### src/hdl/urc_pkg.sv
// Purpose: shared constants and types of the endpoint receive block
// Assumes: 100 MHz clock, word-addressed register bus
// Notes: register index = {page, offset}; byte address is four times it
package urc_pkg;
  // clock and frame pulse timing
  localparam int unsigned CLK_PERIOD_PS = 10_000;
  localparam int unsigned FRAME_PULSE_PS = 333_330;
  // longest time, so round down, never below one cycle
  localparam int unsigned FRAME_PULSE_CYC =
    (FRAME_PULSE_PS / CLK_PERIOD_PS < 1) ? 1 :
    FRAME_PULSE_PS / CLK_PERIOD_PS;
  localparam logic [1:0] SOF_LOCK_CNT = 2'h2;
  // register pages
  localparam logic [7:0] PAGE_EP_LO = 8'h04;
  localparam logic [7:0] PAGE_EP_HI = 8'h05;
  localparam logic [7:0] PAGE_LINK = 8'h0F;
  localparam logic [7:0] PAGE_MISC = 8'h3C;
  // offsets inside a page
  localparam logic [3:0] EP_ROW_NIB = 4'hF;
  localparam logic [7:0] EP_RX_BASE = 8'hF1;
  localparam logic [7:0] CFG1_OFS = 8'hF4;
  localparam logic [7:0] CFG2_OFS = 8'hF5;
  localparam logic [7:0] MIRA_OFS = 8'hF6;
  localparam logic [7:0] MIRB_OFS = 8'hF7;
  localparam logic [7:0] LINK_CTL_OFS = 8'hFC;
  // reset values
  localparam logic [7:0] EP_RX_RST = 8'h00;
  localparam logic [7:0] CFG1_RST = 8'h0F;
  localparam logic [7:0] CFG2_RST = 8'h00;
  localparam logic [7:0] LINK_CTL_RST = 8'h01;
  localparam logic [7:0] MIRROR_RST = 8'h00;
  // endpoint receive control fields
  localparam int unsigned SSE_BIT = 7;
  localparam int unsigned TOG_BIT = 6;
  localparam int unsigned STAT_HI = 5;
  localparam int unsigned STAT_LO = 4;
  localparam int unsigned EPN_HI = 3;
  // configuration fields
  localparam int unsigned CFG1_OE_BIT = 5;
  localparam logic [3:0] CFG1_ONES = 4'hF;
  localparam int unsigned CFG2_INH_BIT = 1;
  localparam int unsigned CFG2_SOF_BIT = 0;
  localparam int unsigned LINK_FORCED_USB_RESET_BIT = 0;
  // receive status codes
  localparam logic [1:0] ST_DIS = 2'h0;
  localparam logic [1:0] ST_STALL = 2'h1;
  localparam logic [1:0] ST_NAK = 2'h2;
  localparam logic [1:0] ST_VALID = 2'h3;
  // handshake answered to the host
  typedef enum logic [1:0] {HS_NONE, HS_ACK, HS_NAK, HS_STALL} urc_hs_t;
endpackage : urc_pkg

### src/hdl/urc_top.sv
// Purpose: receive control of 16 endpoints plus config and mirror regs
// Assumes: serial engine on mclk_i hands over one decoded rx request
// Notes: Avalon-MM slave answers every access after one wait cycle
//
// The Avalon-MM slave port was left to the implementer.
`timescale 1ns/1ns
// How it works
// - expect-status bit stalls OUT carrying data
// - bit clear, OUT of any length accepted
// - toggle inverts on ACK of matching packet
// - SETUP on control endpoint clears toggle
// - isochronous toggle swaps buffer every good packet in status valid
// - status 00 ignore, 01 stall, 10 nak, 11 valid
// - good OUT or SETUP sets status NAK
// - isochronous status never changed by hardware
// - match token number to endpoint number field
// - bus or forced reset clears receive registers
// - enable bit gates upstream output enable pin
// - config one reads 0Fh pattern, bit7 zero
// - dip detector resets only while not inhibited
// - inhibit bit is set-only until reset
// - frame pulse 330 ns (33 cycles) at each frame start
// - pulse needs two SOFs, stops in suspend
// - mirror registers read back bit reversed
// - done flag forces NAK except on isochronous endpoints, SETUP ignored
// - stalled control endpoint still takes SETUP
module urc_top
(
  // clock and reset
  input wire logic mclk_i,
  input wire logic resetn_i,
  // register bus
  input wire logic [15:0] avs_address_i,
  input wire logic avs_read_i,
  input wire logic avs_write_i,
  input wire logic [31:0] avs_writedata_i,
  input wire logic [3:0] avs_byteenable_i,
  output logic [31:0] avs_readdata_o,
  output logic avs_waitrequest_o,
  // decoded receive request from the serial engine
  input wire logic rx_req_i,
  input wire logic rx_setup_i,
  input wire logic [3:0] rx_ep_i,
  input wire logic rx_data1_i,
  input wire logic rx_nonzero_i,
  input wire logic rx_crc_ok_i,
  // per endpoint state kept by the transmit side
  input wire logic [15:0] ep_control_i,
  input wire logic [15:0] ep_iso_i,
  input wire logic [15:0] xfer_done_i,
  // bus events
  input wire logic usb_reset_i,
  input wire logic usb_resume_i,
  input wire logic sof_rx_i,
  input wire logic frame_start_i,
  input wire logic suspend_i,
  input wire logic usb_oe_i,
  // asynchronous pins
  input wire logic ext_reset_pin_n_i,
  input wire logic supply_dip_i,
  // answer to the serial engine
  output logic hs_valid_o,
  output urc_pkg::urc_hs_t hs_code_o,
  output logic rx_ok_o,
  output logic [3:0] rx_ok_ep_o,
  // alternate function pins and reset request
  output logic usb_oe_pin_o,
  output logic usb_oe_pin_en_o,
  output logic frame_pulse_pin_o,
  output logic frame_pulse_pin_en_o,
  output logic core_reset_req_o
);

  // bit reversal for the mirror registers
  function automatic logic [7:0] bit_rev8(input logic [7:0] v);
    logic [7:0] r;
    r = 8'h00;
    for (int i = 0; i < 8; i++)
    begin
      r[i] = v[7 - i];
    end
    return r;
  endfunction : bit_rev8

  logic [7:0] ep_rx_r [16]; // endpoint receive control
  logic cfg1_oe_r; // upstream oe enable
  logic inhibit_r; // brownout reset inhibit
  logic sof_en_r; // frame pulse enable
  logic forced_usb_reset_r; // forced usb reset
  logic [7:0] mira_r; // last byte written, mirror a
  logic [7:0] mirb_r; // last byte written, mirror b
  logic wait_r; // waitrequest
  logic [31:0] rdata_r; // read data
  logic [1:0] ext_sync_r; // reset pin synchroniser
  logic [1:0] dip_sync_r; // dip detector synchroniser
  logic [1:0] sof_cnt_r; // SOFs seen since reset/resume
  logic [5:0] pulse_cnt_r; // frame pulse remaining cycles
  logic [5:0] pulse_cnt_nxt;
  logic [7:0] rd_data; // read mux
  logic [3:0] ep_idx; // addressed endpoint
  logic ep_sel; // endpoint register addressed
  logic clr_all; // bus or forced reset

  wire logic [7:0] page = avs_address_i[15:8];
  wire logic [7:0] ofs = avs_address_i[7:0];
  wire logic [7:0] wd = avs_writedata_i[7:0];
  // write lands on the edge where waitrequest is seen low
  wire logic wr_en = avs_write_i && !wait_r && avs_byteenable_i[0];
  wire logic misc_pg = (page == urc_pkg::PAGE_MISC);

  assign clr_all = usb_reset_i || forced_usb_reset_r;

  // address decode and read mux; unmapped reads give zero
  always_comb
  begin
    ep_sel = 1'b0;
    ep_idx = 4'h0;
    rd_data = 8'h00;
    if ((page == urc_pkg::PAGE_EP_LO || page == urc_pkg::PAGE_EP_HI) &&
        ofs[0] && ofs[7:4] == urc_pkg::EP_ROW_NIB)
    begin
      // odd offsets from the base, low page first
      ep_sel = 1'b1;
      ep_idx = {page[0], ofs[3:1]};
      rd_data = ep_rx_r[ep_idx];
    end
    else if (misc_pg && ofs == urc_pkg::CFG1_OFS)
    begin
      // fixed ones below, bit 7 and bit 6 read zero
      rd_data = {2'h0, cfg1_oe_r, 1'b0, urc_pkg::CFG1_ONES};
    end
    else if (misc_pg && ofs == urc_pkg::CFG2_OFS)
    begin
      rd_data = {6'h00, inhibit_r, sof_en_r};
    end
    else if (misc_pg && ofs == urc_pkg::MIRA_OFS)
    begin
      rd_data = bit_rev8(mira_r);
    end
    else if (misc_pg && ofs == urc_pkg::MIRB_OFS)
    begin
      rd_data = bit_rev8(mirb_r);
    end
    else if (page == urc_pkg::PAGE_LINK && ofs == urc_pkg::LINK_CTL_OFS)
    begin
      rd_data = {7'h00, forced_usb_reset_r};
    end
  end

  // one wait cycle per access, then release for one cycle
  always_ff @(posedge mclk_i or negedge resetn_i)
  begin
    if (!resetn_i)
      wait_r <= 1'b1;
    else
      wait_r <= !((avs_read_i || avs_write_i) && wait_r);
  end

  // read data captured during the wait cycle, held afterwards
  always_ff @(posedge mclk_i or negedge resetn_i)
  begin
    if (!resetn_i)
      rdata_r <= 32'h0000_0000;
    else if (avs_read_i && wait_r)
      rdata_r <= {24'h00_0000, rd_data};
  end

  assign avs_waitrequest_o = wait_r;
  assign avs_readdata_o = rdata_r;

  // configuration registers; software keeps them steady once set
  always_ff @(posedge mclk_i or negedge resetn_i)
  begin
    if (!resetn_i)
    begin
      cfg1_oe_r <= urc_pkg::CFG1_RST[urc_pkg::CFG1_OE_BIT];
      inhibit_r <= urc_pkg::CFG2_RST[urc_pkg::CFG2_INH_BIT];
      sof_en_r <= urc_pkg::CFG2_RST[urc_pkg::CFG2_SOF_BIT];
      forced_usb_reset_r <= urc_pkg::LINK_CTL_RST[urc_pkg::LINK_FORCED_USB_RESET_BIT];
    end
    else if (wr_en)
    begin
      if (misc_pg && ofs == urc_pkg::CFG1_OFS)
        cfg1_oe_r <= wd[urc_pkg::CFG1_OE_BIT];
      if (misc_pg && ofs == urc_pkg::CFG2_OFS)
      begin
        // a zero written is ignored; only device reset clears it
        inhibit_r <= inhibit_r | wd[urc_pkg::CFG2_INH_BIT];
        sof_en_r <= wd[urc_pkg::CFG2_SOF_BIT];
      end
      if (page == urc_pkg::PAGE_LINK && ofs == urc_pkg::LINK_CTL_OFS)
        forced_usb_reset_r <= wd[urc_pkg::LINK_FORCED_USB_RESET_BIT];
    end
  end

  // mirror registers keep the raw byte
  always_ff @(posedge mclk_i or negedge resetn_i)
  begin
    if (!resetn_i)
    begin
      mira_r <= urc_pkg::MIRROR_RST;
      mirb_r <= urc_pkg::MIRROR_RST;
    end
    else if (wr_en && misc_pg)
    begin
      if (ofs == urc_pkg::MIRA_OFS)
        mira_r <= wd;
      if (ofs == urc_pkg::MIRB_OFS)
        mirb_r <= wd;
    end
  end

  // endpoint lookup: enabled endpoints whose number matches
  logic [15:0] match;
  for (genvar e = 0; e < 16; e++)
  begin : g_match
    assign match[e] = (ep_rx_r[e][urc_pkg::EPN_HI:0] == rx_ep_i) &&
      (ep_rx_r[e][urc_pkg::STAT_HI:urc_pkg::STAT_LO] != urc_pkg::ST_DIS);
  end

  logic found; // some endpoint takes the request
  logic [3:0] sel; // lowest matching endpoint
  always_comb
  begin
    found = 1'b0;
    sel = 4'h0;
    for (int e = 15; e >= 0; e--)
    begin
      if (match[e])
      begin
        found = 1'b1;
        sel = 4'(e);
      end
    end
  end

  wire logic [7:0] cur = ep_rx_r[sel];
  wire logic [1:0] st = cur[urc_pkg::STAT_HI:urc_pkg::STAT_LO];
  wire logic tog = cur[urc_pkg::TOG_BIT];
  wire logic iso = ep_iso_i[sel];
  wire logic ctl = ep_control_i[sel];
  wire logic done = xfer_done_i[sel];

  // handshake decision and register update for one request
  urc_pkg::urc_hs_t hs_nxt;
  logic upd; // endpoint register changes
  logic [7:0] ep_new;
  logic ok_nxt; // correct transfer event
  always_comb
  begin
    hs_nxt = urc_pkg::HS_NONE;
    upd = 1'b0;
    ep_new = cur;
    ok_nxt = 1'b0;
    if (!rx_req_i || !found)
      hs_nxt = urc_pkg::HS_NONE;
    else if (rx_setup_i)
    begin
      // non-control, NAK-state or busy endpoints stay silent
      if (ctl && !done && (st == urc_pkg::ST_VALID ||
          st == urc_pkg::ST_STALL) && rx_crc_ok_i)
      begin
        hs_nxt = urc_pkg::HS_ACK;
        upd = 1'b1;
        ep_new[urc_pkg::TOG_BIT] = 1'b0;
        ep_new[urc_pkg::STAT_HI:urc_pkg::STAT_LO] = urc_pkg::ST_NAK;
        ok_nxt = 1'b1;
      end
    end
    else if (iso)
    begin
      // no handshake; swap buffer, status left alone
      if (st == urc_pkg::ST_VALID && rx_crc_ok_i)
      begin
        upd = 1'b1;
        ep_new[urc_pkg::TOG_BIT] = !tog;
        ok_nxt = 1'b1;
      end
    end
    else if (done)
      hs_nxt = urc_pkg::HS_NAK;
    else if (st == urc_pkg::ST_STALL)
      hs_nxt = urc_pkg::HS_STALL;
    else if (st == urc_pkg::ST_NAK)
      hs_nxt = urc_pkg::HS_NAK;
    else if (!rx_crc_ok_i)
      hs_nxt = urc_pkg::HS_NONE;
    else if (cur[urc_pkg::SSE_BIT] && rx_nonzero_i)
      hs_nxt = urc_pkg::HS_STALL;
    else if (rx_data1_i != tog)
      hs_nxt = urc_pkg::HS_ACK; // resent packet, data dropped
    else
    begin
      // any length accepted when status stage not expected
      hs_nxt = urc_pkg::HS_ACK;
      upd = 1'b1;
      ep_new[urc_pkg::TOG_BIT] = !tog;
      ep_new[urc_pkg::STAT_HI:urc_pkg::STAT_LO] = urc_pkg::ST_NAK;
      ok_nxt = 1'b1;
    end
  end

  // endpoint registers: reset, then hardware update, then software
  // hardware wins a same-cycle clash so a received packet is not lost
  for (genvar e = 0; e < 16; e++)
  begin : g_ep
    always_ff @(posedge mclk_i or negedge resetn_i)
    begin
      if (!resetn_i)
        ep_rx_r[e] <= urc_pkg::EP_RX_RST;
      else if (clr_all)
        ep_rx_r[e] <= urc_pkg::EP_RX_RST;
      else if (upd && sel == 4'(e))
        ep_rx_r[e] <= ep_new;
      else if (wr_en && ep_sel && ep_idx == 4'(e))
        ep_rx_r[e] <= wd;
    end
  end

  // answer to the serial engine, one cycle after the request
  always_ff @(posedge mclk_i or negedge resetn_i)
  begin
    if (!resetn_i)
    begin
      hs_valid_o <= 1'b0;
      hs_code_o <= urc_pkg::HS_NONE;
      rx_ok_o <= 1'b0;
      rx_ok_ep_o <= 4'h0;
    end
    else
    begin
      hs_valid_o <= rx_req_i;
      hs_code_o <= hs_nxt;
      rx_ok_o <= ok_nxt;
      if (rx_req_i)
        rx_ok_ep_o <= sel;
    end
  end

  // upstream output enable gated onto its pin
  always_ff @(posedge mclk_i or negedge resetn_i)
  begin
    if (!resetn_i)
    begin
      usb_oe_pin_o <= 1'b0;
      usb_oe_pin_en_o <= 1'b0;
    end
    else
    begin
      usb_oe_pin_o <= cfg1_oe_r && usb_oe_i;
      usb_oe_pin_en_o <= cfg1_oe_r;
    end
  end

  // pin synchronisers; reset pin idles high
  always_ff @(posedge mclk_i or negedge resetn_i)
  begin
    if (!resetn_i)
    begin
      ext_sync_r <= 2'h3;
      dip_sync_r <= 2'h0;
    end
    else
    begin
      ext_sync_r <= {ext_sync_r[0], ext_reset_pin_n_i};
      dip_sync_r <= {dip_sync_r[0], supply_dip_i};
    end
  end

  // reset request: pin always, dip detector unless inhibited
  always_ff @(posedge mclk_i or negedge resetn_i)
  begin
    if (!resetn_i)
      core_reset_req_o <= 1'b0;
    else
      core_reset_req_o <= !ext_sync_r[1] ||
        (dip_sync_r[1] && !inhibit_r);
  end

  // frame timer lock: two SOFs after bus reset or resume
  always_ff @(posedge mclk_i or negedge resetn_i)
  begin
    if (!resetn_i)
      sof_cnt_r <= 2'h0;
    else if (clr_all || usb_resume_i)
      sof_cnt_r <= 2'h0;
    else if (sof_rx_i && sof_cnt_r != urc_pkg::SOF_LOCK_CNT)
      sof_cnt_r <= sof_cnt_r + 2'h1;
  end

  wire logic locked = (sof_cnt_r == urc_pkg::SOF_LOCK_CNT);

  // pulse length counter; suspend cuts it at once
  always_comb
  begin
    pulse_cnt_nxt = pulse_cnt_r;
    if (suspend_i || !sof_en_r)
      pulse_cnt_nxt = 6'h00;
    else if (frame_start_i && locked)
      pulse_cnt_nxt = 6'(urc_pkg::FRAME_PULSE_CYC);
    else if (pulse_cnt_r != 6'h00)
      pulse_cnt_nxt = pulse_cnt_r - 6'h01;
  end

  always_ff @(posedge mclk_i or negedge resetn_i)
  begin
    if (!resetn_i)
    begin
      pulse_cnt_r <= 6'h00;
      frame_pulse_pin_o <= 1'b0;
      frame_pulse_pin_en_o <= 1'b0;
    end
    else
    begin
      pulse_cnt_r <= pulse_cnt_nxt;
      frame_pulse_pin_o <= (pulse_cnt_nxt != 6'h00);
      frame_pulse_pin_en_o <= sof_en_r;
    end
  end

  // checks
  wire logic out_live = rx_req_i && found && !rx_setup_i && !iso &&
    !done && st == urc_pkg::ST_VALID && rx_crc_ok_i && !clr_all;
  logic any_ep_set;
  always_comb
  begin
    any_ep_set = 1'b0;
    for (int e = 0; e < 16; e++)
      any_ep_set = any_ep_set || (ep_rx_r[e] != 8'h00);
  end
endmodule : urc_top

### config.mk
export PLATFORM = sky130hd
export DESIGN_NAME = urc_top
export DESIGN_NICKNAME = d
export VERILOG_FILES = /design/src/hdl/urc_pkg.sv /design/src/hdl/urc_top.sv
export SDC_FILE = /design/constraint.sdc
export NUM_CORES = 1
export LEC_CHECK = 0
export ABC_AREA = 1
export BUFFER_PORTS_ARGS = -buffer_cell sky130_fd_sc_hd__buf_2
export CORE_ASPECT_RATIO = 1.2
export CORE_MARGIN = 2
export CORE_UTILIZATION = 45
export DETAILED_ROUTE_END_ITERATION = 7
export GPL_ROUTABILITY_DRIVEN = 0
export GPL_TIMING_DRIVEN = 1
export PLACE_DENSITY = 0.72
export REMOVE_ABC_BUFFERS = 1
export SKIP_LAST_GASP = 1
export SLEW_MARGIN = 20
export SYNTH_ARGS = -nofsm -noshare
export SYNTH_HDL_FRONTEND = slang
export SYNTH_SLANG_ARGS = --single-unit
### constraint.sdc
create_clock -name mclk_i -period 5.3 [get_ports mclk_i]
set_clock_uncertainty 0.2 [all_clocks]
set_input_delay 0.53 -clock mclk_i [delete_from_list [all_inputs] [get_ports mclk_i]]
set_output_delay 0.53 -clock mclk_i [all_outputs]
set_load 0.01 [all_outputs]
==> results.md <==
- Max incr delay on CP: approximately 0.75 ns
- P per Cell Area: 294 nW/um^2
- Sequential cell area fraction in the yosys report: 34.1%
- EDFF count, synth: 0
- Hold Crit Depth: 1
- Most common cell after layout, fill and taps aside: nand2_1
- Peak supply drop: 0.000206 V
- GRT Total Usage: 33.0%
- Synth area leader: dfrtp_1
- Starting Density: 45.5%
- Post-layout min period: 4.86 ns
- Setup TNS: 0 ns
- Maxcap violations: 0
- Die X-Extent: 161 um
- Critical path required time: 5.47 ns
- CTS tree: done
- CTS resizes: 0
- Fmax: 0.206 GHz
- Io pins: 167
- Crit-path max FO: 21
- Worst Tran Pin Value: 0.972 ns
- Worst r2r path cells: 28
- Die Ht: around 190 um
- Type of element capturing the critical path: flop
- CP Data Arrival Time: 5.03 ns
- Routed WL: 51700 um
- Antenna violations before repair: 0
- Clock input transition at the sequential cells of the worst setup and hold paths: ~0.08 ns
- Status: finished, final reports clean
- RSZ-0062 raised after global routing: false
- CTS Buffer Depth: 2
- Gr ovfl total: 0
- Cell variety after synth: 48
- Syn avg cell area: 6.42 sq um
- Nets: 2306
- Slowest CP cell: o21ai_0
- Die ar.: 31100 sq um
- Worst-Skew Late Latency: roughly 0.46 ns
- Vias in the first global route: 14.2k
- Routed wire length per instance: 20.0 um
- Largest net degree at the start of global routing: 86
- Final hold violation count: 0
- Dpl cell area: between 10000 and 15000 sq um
- Max Slew Vio Count: 0
- Ant. Diodes: 0
- Dpl cells: 2550
- Root buf cell: clkbuf_16
- Cell Area, Synth: 13400 sq um
- H-tree levels: 4
- Share of the synthesized area in the top cell type: 33.3%
- Clock sink count: 182
- First-pass GRT wire length: 78800 um
- Commonest cells after routing, fill and taps aside: nand2_1 (746), o21ai_0 (192), dfrtp_1 (178), inv_1 (168), nand3_1 (152)
- FF+latch area: 4560 sq um
- Most frequent CP cell: nand2_1
- Relative slew slack: 33.5%
- DR vias/cell: 5.88
- Critical Path Start Type: flop
- Top FF cell, synth: dfrtp_1
- Final setup viols: 0
- Yosys reg bits: 182
- Critical path class: flop to flop
- Post-Syn Instances: between 2k and 2.5k
- WHS: 0.0200 ns
- CORE AREA: 29400 sq um
- Post-synth ARST share: 100%
- First-pass DRT Iterations: 7
- Std cell rows: 69
- Leakage: 0.00769 uW
- Area of the multi-input gates: 7580 sq um
- Port-buffer cells: 115
- Fin crit share: 91.7%
- Post-CTS Setup Repair Bufs: 0
- DRC viols: 0
- Non-Filler Instances: 2585
- Routed vias: 15.2k
- Layout cell share with drive strength beyond 1: 11.7%
- YS warnings: 0
- DRT iter0 DRCs: 1847
- Design area: 15100 sq um
- HP Class: primary input to flop
- DP Wirelength: between 30000 and 40000 um
- Area Overhead vs Synth: 12.8%
- Antenna-violating nets left: 0
- Synth area leaders: dfrtp_1 (33%), nand2_1 (21%), o21ai_0 (7.2%), nand3_1 (5.7%), inv_1 (4.7%)
- FILL cells: 2968
- Num CTS Buffers: 17
-- worst paths after layout --
check / from / end / slack, ns
hold / removal: rx_req_i / hs_valid_o / 0.02
setup reg to reg: ep_rx_r[17] / ep_rx_r[18] / 0.44
max in group asynchronous: resetn_i / ep_rx_r[123] / 3.22
min in group asynchronous: resetn_i / frame_pulse_pin_o / 0.49
setup / recovery: ep_rx_r[17] / ep_rx_r[18] / 0.44
hold reg to reg: ext_sync_r[0] / ext_sync_r[1] / 0.16
-- cells by family after synthesis --
group / share of synthesized area [%]
and+or+nand+nor: 34.0
adders and majority gates: 0.280
DFF: 34.1
xor gates and xnor gates: 2.81
AOI/OAI and AO/OA: 18.9
buffers and inverters: 9.95
other: 0.0280
-- per-layer routing --
metal | GRT usage [%] | vias up | part of all wire (%)
met1 | 39.9 | 6854 | 36
met4 | 22.5 | 0 | 8.1
met5 | 0 | - | 0
li1 | - | 7004 | -
met2 | 52.7 | 1075 | 43
met3 | 7.55 | 278 | 12
-- state kept, by name (all words and copies together) (netlist names), 2 cells and up --
signal          count
sof_cnt_r           2
rx_ok_ep_o          4
pulse_cnt_r         6
mira_r              8
mirb_r              8
hs_code_o           2
ext_sync_r          2
dip_sync_r          2
avs_readdata_o      8
ep_rx_r           128
-- where the power goes --
part	leakage [uW]	total (uW)	switching (uW)	internal [uW]
Combinational	0.00499	1550	1100	457
Clock	0.000302	1350	653	693
Sequential	0.00240	1540	78.3	1470
-- through the flow --
stage               setup slack [ns]  util [%]  power, uW
floorplan                      0.415         -       2320
global placement               0.370      49.1       3020
detailed placement             0.260      49.1       3050
CTS                            0.660      51.3       4390
global route                   0.175      51.3       4600
finish                         0.437      51.3       4440
-- repair_timing --
| item | in CTS | in global routing |
|---|---|---|
| hold buffers | 3 | 0 |
| endpoints found under the setup margin | 0 | 0 |
| endpoints found under the hold margin | 82 | 0 |
-- cells in the mapped netlist (13+ instances only) --
| master | count |
|---|---|
| xnor2_1 | 30 |
| nand2_2 | 18 |
| dfrtp_1 | 178 |
| a21oi_1 | 101 |
| nand4_1 | 22 |
| nor2_1 | 105 |
| xor2_1 | 13 |
| o21ai_0 | 192 |
| buf_2 | 17 |
| inv_1 | 169 |
| o21ai_1 | 71 |
| nand2_1 | 746 |
| nand3_1 | 152 |
| buf_4 | 33 |
| o22ai_1 | 47 |
| nor3_1 | 16 |
| clkbuf_1 | 63 |
-- final cells by class --
class	instances	share of cell area (%)
Multi-Input combinational cell	1624	50.2
Tap cell	390	3.23
Inverter	178	4.43
Clock buffer	18	2.91
Clock inverter	14	1.14
Sequential cell	182	30.2
Timing Repair Buffer	179	7.85
-- worst max-delay path, delay by kind of cell (launching register included) --
kind,cells,cell delay (ns)
AO/OA/AOI/OAI,4,1.17
buffers and inverters,4,0.95
AND/OR/NAND/NOR,20,2.01
flip-flops,1,0.39
Note: power is estimated with default switching activity, not from simulation.
